`config.mk`:
```
export PLATFORM = sky130hd
export DESIGN_NAME = apm_audio_serial_pin_mux
export DESIGN_NICKNAME = d
export VERILOG_FILES = /design/src/hdl/apm_pkg.sv /design/src/hdl/apm_route_if.sv /design/src/hdl/apm_axi_regs.sv /design/src/hdl/apm_pin_router.sv /design/src/hdl/apm_audio_serial_pin_mux.sv
export SDC_FILE = /design/constraint.sdc
export NUM_CORES = 1
export LEC_CHECK = 0
export BUFFER_PORTS_ARGS = -buffer_cell sky130_fd_sc_hd__buf_2
export CORE_ASPECT_RATIO = 2
export CORE_MARGIN = 2
export CORE_UTILIZATION = 29
export DETAILED_ROUTE_END_ITERATION = 16
export PLACE_DENSITY = 0.71
export RECOVER_POWER = 25
export SLEW_MARGIN = 20
export SYNTH_ARGS = -nofsm -noshare
export SYNTH_HDL_FRONTEND = slang
export SYNTH_SLANG_ARGS = --single-unit
export TNS_END_PERCENT = 30
```
`constraint.sdc`:
```
create_clock -name clk -period 2.49 [get_ports clk]
set_input_delay 0.498 -clock clk [delete_from_list [all_inputs] [get_ports clk]]
set_output_delay 0.498 -clock clk [all_outputs]
set_load 0.02 [all_outputs]
```
`src/hdl/apm_pkg.sv`:
```
// package: register map, field positions and mode encodings of the pin mux
package apm_pkg;
    localparam int unsigned ADDR_W           = 32;
    localparam int unsigned DATA_W           = 32;
    localparam logic [31:0] CFG_ADDR         = 32'h8093_0080;
    localparam int unsigned I2S_AUDIO_BIT    = 6;
    localparam int unsigned I2S_SERIAL_BIT   = 7;
    localparam logic [31:0] CFG_RESET        = 32'h0000_0000;
    localparam logic [1:0]  RESP_OKAY        = 2'h0;
    localparam logic [1:0]  RESP_SLVERR      = 2'h2;

    typedef enum logic [1:0] {
        MODE_NORMAL,
        MODE_I2S_AUDIO,
        MODE_I2S_SERIAL,
        MODE_UNDEFINED
    } apm_mode_t;
endpackage

```
`src/hdl/apm_route_if.sv`:
```
// interface: selected mode passed from register slave to router
`timescale 1ns/100ps
`default_nettype none
interface apm_route_if;
    import apm_pkg::*;
    apm_mode_t mode;
    modport cfg (output mode);
    modport rtr (input mode);
endinterface
`default_nettype wire

```
`src/hdl/apm_axi_regs.sv`:
```
// module: axi4-lite slave holding the device configuration register
`timescale 1ns/100ps
`default_nettype none
module apm_axi_regs
    import apm_pkg::*;
(
    // clock and reset
    input  wire logic               clk,
    input  wire logic               codec_reset_n_pin_n,
    // write channels
    input  wire logic [ADDR_W-1:0]  awaddr,
    input  wire logic               awvalid,
    output var  logic               awready,
    input  wire logic [DATA_W-1:0]  wdata,
    input  wire logic [3:0]         wstrb,
    input  wire logic               wvalid,
    output var  logic               wready,
    output var  logic [1:0]         bresp,
    output var  logic               bvalid,
    input  wire logic               bready,
    // read channels
    input  wire logic [ADDR_W-1:0]  araddr,
    input  wire logic               arvalid,
    output var  logic               arready,
    output var  logic [DATA_W-1:0]  rdata,
    output var  logic [1:0]         rresp,
    output var  logic               rvalid,
    input  wire logic               rready,
    // mode to router
    apm_route_if.cfg                route
);
    logic [ADDR_W-1:0] awAddr_r;
    logic              awHeld_r;
    logic [DATA_W-1:0] wData_r;
    logic [3:0]        wStrb_r;
    logic              wHeld_r;
    logic [1:0]        cfgBits_r;
    logic              awReady_r;
    logic              wReady_r;
    logic              arReady_r;

    wire awTake   = awvalid & awready;
    wire wTake    = wvalid & wready;
    wire doWrite  = awHeld_r & wHeld_r & ~bvalid;
    wire wrHit    = (awAddr_r[ADDR_W-1:2] == CFG_ADDR[ADDR_W-1:2]);
    wire rdHit    = (araddr[ADDR_W-1:2] == CFG_ADDR[ADDR_W-1:2]);
    wire arTake   = arvalid & arready;
    wire [DATA_W-1:0] cfgWord = {24'h00_0000, cfgBits_r, 6'h00};

    // ready flags are flops so every bus output leaves the block registered
    assign awready = awReady_r;
    assign wready  = wReady_r;
    assign arready = arReady_r;

    // two mode bits decode to one of four modes
    always_comb begin
        unique case (cfgBits_r)
            2'b00:   route.mode = MODE_NORMAL;
            2'b01:   route.mode = MODE_I2S_AUDIO;
            2'b10:   route.mode = MODE_I2S_SERIAL;
            default: route.mode = MODE_UNDEFINED;
        endcase
    end

    always_ff @(posedge clk or negedge codec_reset_n_pin_n) begin
        if (!codec_reset_n_pin_n) begin
            awAddr_r <= '0;
            awHeld_r <= 1'b0;
            wData_r  <= '0;
            wStrb_r  <= 4'h0;
            wHeld_r  <= 1'b0;
            awReady_r <= 1'b1;
            wReady_r  <= 1'b1;
        end else begin
            if (awTake) begin
                awAddr_r  <= awaddr;
                awHeld_r  <= 1'b1;
                awReady_r <= 1'b0;
            end else if (doWrite) begin
                awHeld_r <= 1'b0;
            end else if (bvalid && bready) begin
                awReady_r <= 1'b1;
            end
            if (wTake) begin
                wData_r  <= wdata;
                wStrb_r  <= wstrb;
                wHeld_r  <= 1'b1;
                wReady_r <= 1'b0;
            end else if (doWrite) begin
                wHeld_r <= 1'b0;
            end else if (bvalid && bready) begin
                wReady_r <= 1'b1;
            end
        end
    end

    // both mode bits clear at reset: normal mode
    always_ff @(posedge clk or negedge codec_reset_n_pin_n) begin
        if (!codec_reset_n_pin_n) begin
            cfgBits_r <= CFG_RESET[I2S_SERIAL_BIT:I2S_AUDIO_BIT];
        end else if (doWrite && wrHit && wStrb_r[0]) begin
            cfgBits_r <= wData_r[I2S_SERIAL_BIT:I2S_AUDIO_BIT];
        end
    end

    always_ff @(posedge clk or negedge codec_reset_n_pin_n) begin
        if (!codec_reset_n_pin_n) begin
            bvalid <= 1'b0;
            bresp  <= RESP_OKAY;
        end else if (doWrite) begin
            bvalid <= 1'b1;
            bresp  <= wrHit ? RESP_OKAY : RESP_SLVERR;
        end else if (bready) begin
            bvalid <= 1'b0;
        end
    end

    always_ff @(posedge clk or negedge codec_reset_n_pin_n) begin
        if (!codec_reset_n_pin_n) begin
            rvalid <= 1'b0;
            rdata  <= '0;
            rresp  <= RESP_OKAY;
            arReady_r <= 1'b1;
        end else if (arTake) begin
            rvalid <= 1'b1;
            arReady_r <= 1'b0;
            rdata  <= rdHit ? cfgWord : '0;
            rresp  <= rdHit ? RESP_OKAY : RESP_SLVERR;
        end else if (rready) begin
            rvalid <= 1'b0;
            arReady_r <= 1'b1;
        end
    end
endmodule
`default_nettype wire

```
`src/hdl/apm_pin_router.sv`:
```
// module: combinational routing of controller signals to header pins per mode
`timescale 1ns/100ps
`default_nettype none
module apm_pin_router
    import apm_pkg::*;
(
    // mode
    apm_route_if.rtr              route,
    // serial-port controller side
    output var  logic             spiRxData,
    input  wire logic             spiTxData,
    input  wire logic             spiFrame,
    input  wire logic             spiClock,
    // audio-codec controller side
    output var  logic             acRxData,
    input  wire logic             acTxData,
    input  wire logic             acFrame,
    input  wire logic             acClock,
    input  wire logic             acResetN,
    // i2s engine side
    output var  logic             i2sRxData,
    input  wire logic             i2sTxData,
    input  wire logic             i2sFrame,
    input  wire logic             i2sClock,
    input  wire logic             i2sMasterClock,
    // synchronised header inputs
    input  wire logic             syncRxIn,
    input  wire logic             codecRxIn,
    // header outputs
    output var  logic             syncTxOut,
    output var  logic             syncFrameOut,
    output var  logic             syncClockOut,
    output var  logic             codecTxOut,
    output var  logic             codecFrameOut,
    output var  logic             codecClockOut,
    output var  logic             codecResetOut
);
    wire onSerialPins = (route.mode == MODE_I2S_AUDIO);
    wire onAudioPins  = (route.mode == MODE_I2S_SERIAL);

    // serial-port pins: spi, or i2s in audio mode
    assign syncTxOut    = onSerialPins ? i2sTxData : spiTxData;
    assign syncFrameOut = onSerialPins ? i2sFrame  : spiFrame;
    assign syncClockOut = onSerialPins ? i2sClock  : spiClock;
    // audio pins: ac97, or i2s in serial mode
    assign codecTxOut    = onAudioPins ? i2sTxData : acTxData;
    assign codecFrameOut = onAudioPins ? i2sFrame  : acFrame;
    assign codecClockOut = onAudioPins ? i2sClock  : acClock;
    assign codecResetOut = onAudioPins ? i2sMasterClock : acResetN;
    // receive data steering
    assign i2sRxData = onSerialPins ? syncRxIn : (onAudioPins ? codecRxIn : 1'b0);
    assign spiRxData = onSerialPins ? 1'b0 : syncRxIn;
    assign acRxData  = onAudioPins  ? 1'b0 : codecRxIn;
endmodule
`default_nettype wire

```
`src/hdl/apm_audio_serial_pin_mux.sv`:
```
// module: top of the audio / synchronous serial header pin multiplexer
//
// The AXI4-Lite slave port was decided locally.
`timescale 1ns/100ps
`default_nettype none
// Functional notes
// - bits 6 and 7 of config select routing
// - normal mode: spi and ac97 on pins
// - audio i2s mode: i2s on serial pins
// - serial i2s mode: i2s on audio pins
// - codec reset pin carries i2s master clock in serial i2s mode
module apm_audio_serial_pin_mux
    import apm_pkg::*;
(
    // clock and reset
    input  wire logic               clk,
    input  wire logic               codec_reset_n_pin_n,
    // axi4-lite write
    input  wire logic [ADDR_W-1:0]  awaddr,
    input  wire logic               awvalid,
    output var  logic               awready,
    input  wire logic [DATA_W-1:0]  wdata,
    input  wire logic [3:0]         wstrb,
    input  wire logic               wvalid,
    output var  logic               wready,
    output var  logic [1:0]         bresp,
    output var  logic               bvalid,
    input  wire logic               bready,
    // axi4-lite read
    input  wire logic [ADDR_W-1:0]  araddr,
    input  wire logic               arvalid,
    output var  logic               arready,
    output var  logic [DATA_W-1:0]  rdata,
    output var  logic [1:0]         rresp,
    output var  logic               rvalid,
    input  wire logic               rready,
    // controller signals
    output var  logic               spiRxData,
    input  wire logic               spiTxData,
    input  wire logic               spiFrame,
    input  wire logic               spiClock,
    output var  logic               acRxData,
    input  wire logic               acTxData,
    input  wire logic               acFrame,
    input  wire logic               acClock,
    input  wire logic               acResetN,
    output var  logic               i2sRxData,
    input  wire logic               i2sTxData,
    input  wire logic               i2sFrame,
    input  wire logic               i2sClock,
    input  wire logic               i2sMasterClock,
    // header pins
    input  wire logic               sync_serial_rx_pin,
    output var  logic               sync_serial_tx_pin,
    output var  logic               sync_serial_frame_pin,
    output var  logic               sync_serial_clock_pin,
    input  wire logic               codec_data_in_pin,
    output var  logic               codec_data_out_pin,
    output var  logic               codec_frame_pin,
    output var  logic               codec_bit_clock_pin,
    output var  logic               codec_reset_n_pin
);
    apm_route_if route ();

    logic [1:0] syncRxMeta_r;
    logic [1:0] codecRxMeta_r;
    logic       spiRx, acRx, i2sRx;
    logic       syncTx, syncFrame, syncClock;
    logic       codecTx, codecFrame, codecClock, codecReset;

    apm_axi_regs u_regs (
        .clk     (clk),
        .codec_reset_n_pin_n  (codec_reset_n_pin_n),
        .awaddr  (awaddr),
        .awvalid (awvalid),
        .awready (awready),
        .wdata   (wdata),
        .wstrb   (wstrb),
        .wvalid  (wvalid),
        .wready  (wready),
        .bresp   (bresp),
        .bvalid  (bvalid),
        .bready  (bready),
        .araddr  (araddr),
        .arvalid (arvalid),
        .arready (arready),
        .rdata   (rdata),
        .rresp   (rresp),
        .rvalid  (rvalid),
        .rready  (rready),
        .route   (route)
    );

    apm_pin_router u_router (
        .route          (route),
        .spiRxData      (spiRx),
        .spiTxData      (spiTxData),
        .spiFrame       (spiFrame),
        .spiClock       (spiClock),
        .acRxData       (acRx),
        .acTxData       (acTxData),
        .acFrame        (acFrame),
        .acClock        (acClock),
        .acResetN       (acResetN),
        .i2sRxData      (i2sRx),
        .i2sTxData      (i2sTxData),
        .i2sFrame       (i2sFrame),
        .i2sClock       (i2sClock),
        .i2sMasterClock (i2sMasterClock),
        .syncRxIn       (syncRxMeta_r[1]),
        .codecRxIn      (codecRxMeta_r[1]),
        .syncTxOut      (syncTx),
        .syncFrameOut   (syncFrame),
        .syncClockOut   (syncClock),
        .codecTxOut     (codecTx),
        .codecFrameOut  (codecFrame),
        .codecClockOut  (codecClock),
        .codecResetOut  (codecReset)
    );

    // two-stage synchronisers on header inputs
    always_ff @(posedge clk or negedge codec_reset_n_pin_n) begin
        if (!codec_reset_n_pin_n) begin
            syncRxMeta_r  <= 2'h0;
            codecRxMeta_r <= 2'h0;
        end else begin
            syncRxMeta_r  <= {syncRxMeta_r[0], sync_serial_rx_pin};
            codecRxMeta_r <= {codecRxMeta_r[0], codec_data_in_pin};
        end
    end

    // registered pin and controller outputs
    always_ff @(posedge clk or negedge codec_reset_n_pin_n) begin
        if (!codec_reset_n_pin_n) begin
            spiRxData             <= 1'b0;
            acRxData              <= 1'b0;
            i2sRxData             <= 1'b0;
            sync_serial_tx_pin    <= 1'b0;
            sync_serial_frame_pin <= 1'b0;
            sync_serial_clock_pin <= 1'b0;
            codec_data_out_pin    <= 1'b0;
            codec_frame_pin       <= 1'b0;
            codec_bit_clock_pin   <= 1'b0;
            codec_reset_n_pin     <= 1'b0;
        end else begin
            spiRxData             <= spiRx;
            acRxData              <= acRx;
            i2sRxData             <= i2sRx;
            sync_serial_tx_pin    <= syncTx;
            sync_serial_frame_pin <= syncFrame;
            sync_serial_clock_pin <= syncClock;
            codec_data_out_pin    <= codecTx;
            codec_frame_pin       <= codecFrame;
            codec_bit_clock_pin   <= codecClock;
            codec_reset_n_pin     <= codecReset;
        end
    end
endmodule
`default_nettype wire

```
* After elaboration in Yosys (flattened, before gate mapping)
Index checks and enable logic that the tools add are counted.
** Storage, ports and cells
- Logic and storage cells :: 80
- Flip-flop bits (word level) :: 100
- Input port bits :: 120
- Output and inout bits :: 51
** Cells by class
- Reduce and logical (&&, ||, !) cells :: 12
- Bitwise gates (word level) :: 6
- Muxes and demuxes :: 28
- Equality and inequality tests :: 8
** Operators by type and width (number)
- 30-bit equality test (second input constant) :: 2
- 1-bit two-way mux :: 24
- 2-bit nonzero test :: 6
- 8-bit two-way mux :: 1
- 2-bit one-hot mux with 3 select lines :: 1
- 1-bit AND :: 5
- 2-bit by 1-bit equality test with 1-bit output (second input constant) :: 2
- 2-bit equality test (second input constant) :: 2
- 2-bit two-way mux :: 2
- 2-bit by 1-bit != test with 1-bit output (second input constant) :: 2
- 2-bit AND reduction :: 2
- 1-bit logical AND :: 3
- 2-bit zero test :: 1
- 1-bit inverter :: 1

* Logic depth before layout (Yosys ltp)
- Depth after elaboration :: 5
- Mapped depth :: 4
- Mapped depth without buffers :: 4

* Cells and area by module
A second synthesis with hierarchy kept.
** Second synthesis, totals
- Cells, all modules :: 194
- Area, all modules :: 2612.5 um^2
** Modules (own cells, without submodules)
- apm_axi_regs :: area each 2113.3 um^2, seq. area each 1154.9 um^2, times used 1, cells each 167
- apm_audio_serial_pin_mux :: area each 350.3 um^2, seq. area each 350.3 um^2, times used 1, cells each 14
- apm_pin_router :: area each 148.9 um^2, seq. area each 0.0 um^2, times used 1, cells each 13

* Worst setup path before layout
No wires, ideal clock.
- Path kind :: input to register
- Start :: input port araddr[11]
- End :: register u_regs.rdata[6]
- Library setup time :: 66 ps
- Cell stages on the path :: 4
- Required time :: 2424 ps
- Arrival time :: 1774 ps
- Buffers on the path :: 0
- Path slack :: 650 ps
- Cells stage by stage :: or4_1 or4_1 nor3_2 a22o_1
** On the way
- Word-level cells in the longest chain between the ends :: 2
** Ends and longest elaborated chain
- start, declared :: line apm_audio_serial_pin_mux.sv:30 : input wire logic [ADDR_W-1:0] araddr,
- 30-bit equality test :: line apm_axi_regs.sv:46 : wire rdHit = (araddr[ADDR_W-1:2] == CFG_ADDR[ADDR_W-1:2]);
- 8-bit two-way mux :: line apm_axi_regs.sv:127 : rdata <= rdHit ? cfgWord : '0;
- end signal, assigned :: line apm_axi_regs.sv:127
- end, declared :: line apm_axi_regs.sv:25 : output var logic [DATA_W-1:0] rdata,
No other way between the ends.
A chain may end at the register's enable or synchronous reset.

* Worst setup path after layout
- Start :: register u_regs.awAddr_r[3]
- End :: register u_regs.cfgBits_r[0]
** On the way
- Word-level cells in the longest chain between the ends :: 3
** Ends and longest elaborated chain
- start, declared :: line apm_axi_regs.sv:32 : logic [ADDR_W-1:0] awAddr_r;
- start signal, assigned :: line apm_axi_regs.sv:76 : awAddr_r <= awaddr;
- 30-bit equality test :: line apm_axi_regs.sv:45 : wire wrHit = (awAddr_r[ADDR_W-1:2] == CFG_ADDR[ADDR_W-1:2]);
- 1-bit logical AND (2 in series) :: line apm_axi_regs.sv:101 : end else if (doWrite && wrHit && wStrb_r[0]) begin
- end signal, assigned :: line apm_axi_regs.sv:100 : cfgBits_r <= CFG_RESET[I2S_SERIAL_BIT:I2S_AUDIO_BIT];
- end signal, assigned :: line apm_axi_regs.sv:102 : cfgBits_r <= wData_r[I2S_SERIAL_BIT:I2S_AUDIO_BIT];
- end, declared :: line apm_axi_regs.sv:37 : logic [1:0] cfgBits_r;
No other way between the ends.

==> results.tsv <==
metric	value	unit
status	finished with violations	
failing checks	max-capacitance violations, max-slew violations	
register area	1510	um^2
Vias	1776	
mux cell area share after synthesis	0.192	
clock skew	5.93	ps
post-synthesis xor/xnor area fraction	0	
post-synthesis register bit count	60	
max layer used	met4	
GRT overflow	0	
PostCTS Resize Cnt	0	
hpwl dp	4160	um
Clock transition at path regs	50	ps
n_diodes	0	
Post-CTS Setup Inserts	0	
critical path peak fanout	2	
Non-Filler Cell Area, Final	3450	um^2
normalized max-slew margin	-0.0964	
Core ar.	8890	um^2
final worst setup slack	615	ps
vias per inst	4.34	
critical-path cell list	or4_1 -> nor4_4 -> nand4_2 -> mux2_1	
most common cell after layout, fill and taps aside	buf_2	
DRT Wirelength	5290	um
FILL cells	879	
Placer Congestion	0.656	
hold slack final	279	ps
Die ar.	9850	um^2
Synth cell types	33	
DRC	0	
vias in the first global route	1744	
Synth Area in Adders	0	
unrepaired setup endpoints after global routing	false	
die width	71.2	um
H-tree Lvls	3	
GR Util All Layers	0.112	
IO buf count	101	
num ports	171	
DRT Pass-1 Iters	4	
startpoint types	flop	
hold buffers post-CTS	0	
drt initial violations	17	
initial antenna violation count	0	
die extent in y	138	um
Final Hold Viols	0	
Crit path required time	2690	ps
number of synthesis warnings	0	
max cap viols	1	
Simple-Gate Fraction of Synth Area	0.108	
Place WS	429	ps
Sink Count	60	
CP endpoint kind	flop	
first-pass GRT wire length	8180	um
Post-synth EDFFs	0	
Final Util	0.389	
total CTS buffers	9	
M1 WL	1840	um
clock root buffer	clkbuf_16	
Avg Inst Size Synth	13.6	um^2
Tmin final	1870	ps
min-delay worst type	in -> reg	
worst vdd ir	0.401	mV
Setup violations, final	0	
initial core utilization	0.295	
Syn Inst Count	192	
WS Path Type	reg -> reg	
CTS max path bufs	2	
synth-to-layout area growth	31.9	%
met3 wire length	476	um
P_leak	0.00173	uW
per-cell routed wire length	12.9	um
most frequent cells in the layout	100 x buf_2, 57 x dfrtp_1, 40 x mux2_2	
CTS tree	yes	
Final Max Tran Viols	29	
share of cells above drive strength 1	0.531	
largest net degree at the start of global routing	32	
area of the multi-input gates	956	um^2
crit path DAT	2080	ps
metal2 WL	2860	um
Syn Std Cell Area	2620	um^2
Period Utilization, post-route	0.753	
worst slew pin tran	1640	ps
post-synthesis compound-gate area fraction	0.0191	
largest family of logic cells by synthesized area	multiplexers	
CP max stage delay	590	ps
Placed Area	3150	um^2
crit path max-delay cell type	or4_1	
pwr dens	1010	nW/um^2
asr flop ratio synth	1.00	
Antenna Violating Nets Remaining	0	
Final nets	423	
clock latency on the worst-skew pair	320	ps
sequential share of the synthesized area	0.575	
Rows	49	
ys flop type	dfrtp_1	
maximum clock rate	0.533	GHz
setup TNS	0	ps
## routing by layer
layer,GRT usage,vias up
li1,-,831
met1,0.110,828
met2,0.197,107
met3,0.0452,10
met4,0.0536,0
met5,0,-
## report_power, final
part / internal [uW] / switching, uW
clock network: 849 / 394
logic: 420 / 327
registers: 1320 / 179
## cell usage after synthesis, types with 2 or more instances
master	instances	area, um^2
mux2_2	40	450
buf_4	32	240
dfrtp_1	57	1430
inv_1	6	22.5
clkbuf_1	2	7.51
a22o_1	2	17.5
nand2_1	8	30.0
mux2i_1	3	30.0
o21ai_0	4	20.0
nor3_2	2	20.0
or4b_1	2	20.0
nor2b_1	2	12.5
or4_1	4	30.0
dfstp_2	3	78.8
mux2_1	2	22.5
nor2_1	2	7.51
nand4_1	2	12.5
nor4b_1	4	35.0
## flip-flops by register name, indices dropped and copies added, names as in the netlist, 2 cells and up
signal / count
u_regs.awAddr_r: 30
codecRxMeta_r: 2
syncRxMeta_r: 2
u_regs.cfgBits_r: 2
u_regs.wData_r: 2
u_regs.rdata: 2
## path summary, 6_finish.rpt
check                                               start                              end  slack [ps]  cells after the start
setup / recovery           u_regs.awAddr_r[3]$_DFFE_PN0P_  u_regs.cfgBits_r[0]$_DFFE_PN0P_         620                      4
hold / removal                         sync_serial_rx_pin        syncRxMeta_r[0]$_DFF_PN0_         280                      1
setup reg to reg           u_regs.awAddr_r[3]$_DFFE_PN0P_  u_regs.cfgBits_r[0]$_DFFE_PN0P_         620                      4
hold reg to reg                 syncRxMeta_r[0]$_DFF_PN0_        syncRxMeta_r[1]$_DFF_PN0_         350                      0
max in group asynchronous             codec_reset_n_pin_n  u_regs.awAddr_r[24]$_DFFE_PN0P_         940                      1
min in group asynchronous             codec_reset_n_pin_n              i2sRxData$_DFF_PN0_         590                      1
## logic make-up (layout without fill, tap and decap cells)
group           after synthesis  count (layout)
flops                        60              60
mux                          45              45
buf+inv                      41             125
simple gates                 37              37
compound gates                8               8
other cells                   1              32
## final cells by class
cell class | count | area share
multi-input cells | 122 | 0.277
clock buffers | 14 | 0.0793
flip-flops and latches | 60 | 0.436
well taps | 102 | 0.0369
repair buffers | 104 | 0.156
inverters | 6 | 0.00652
clock inverters | 1 | 0.00869
## worst max-delay path: cells and delay by family, from the launching register on
family,cells,cell delay (ps)
DFF,1,380
and+or+nand+nor,3,1050
muxes,1,330
## metrics by stage
step           instances  power [uW]
2_1_floorplan        223        2070
3_3_place_gp         394        2240
3_5_place_dp         394        2290
4_1_cts              409        3560
5_1_grt              409        3690
6_report             409        3490
(Power assumes the default switching activity.)
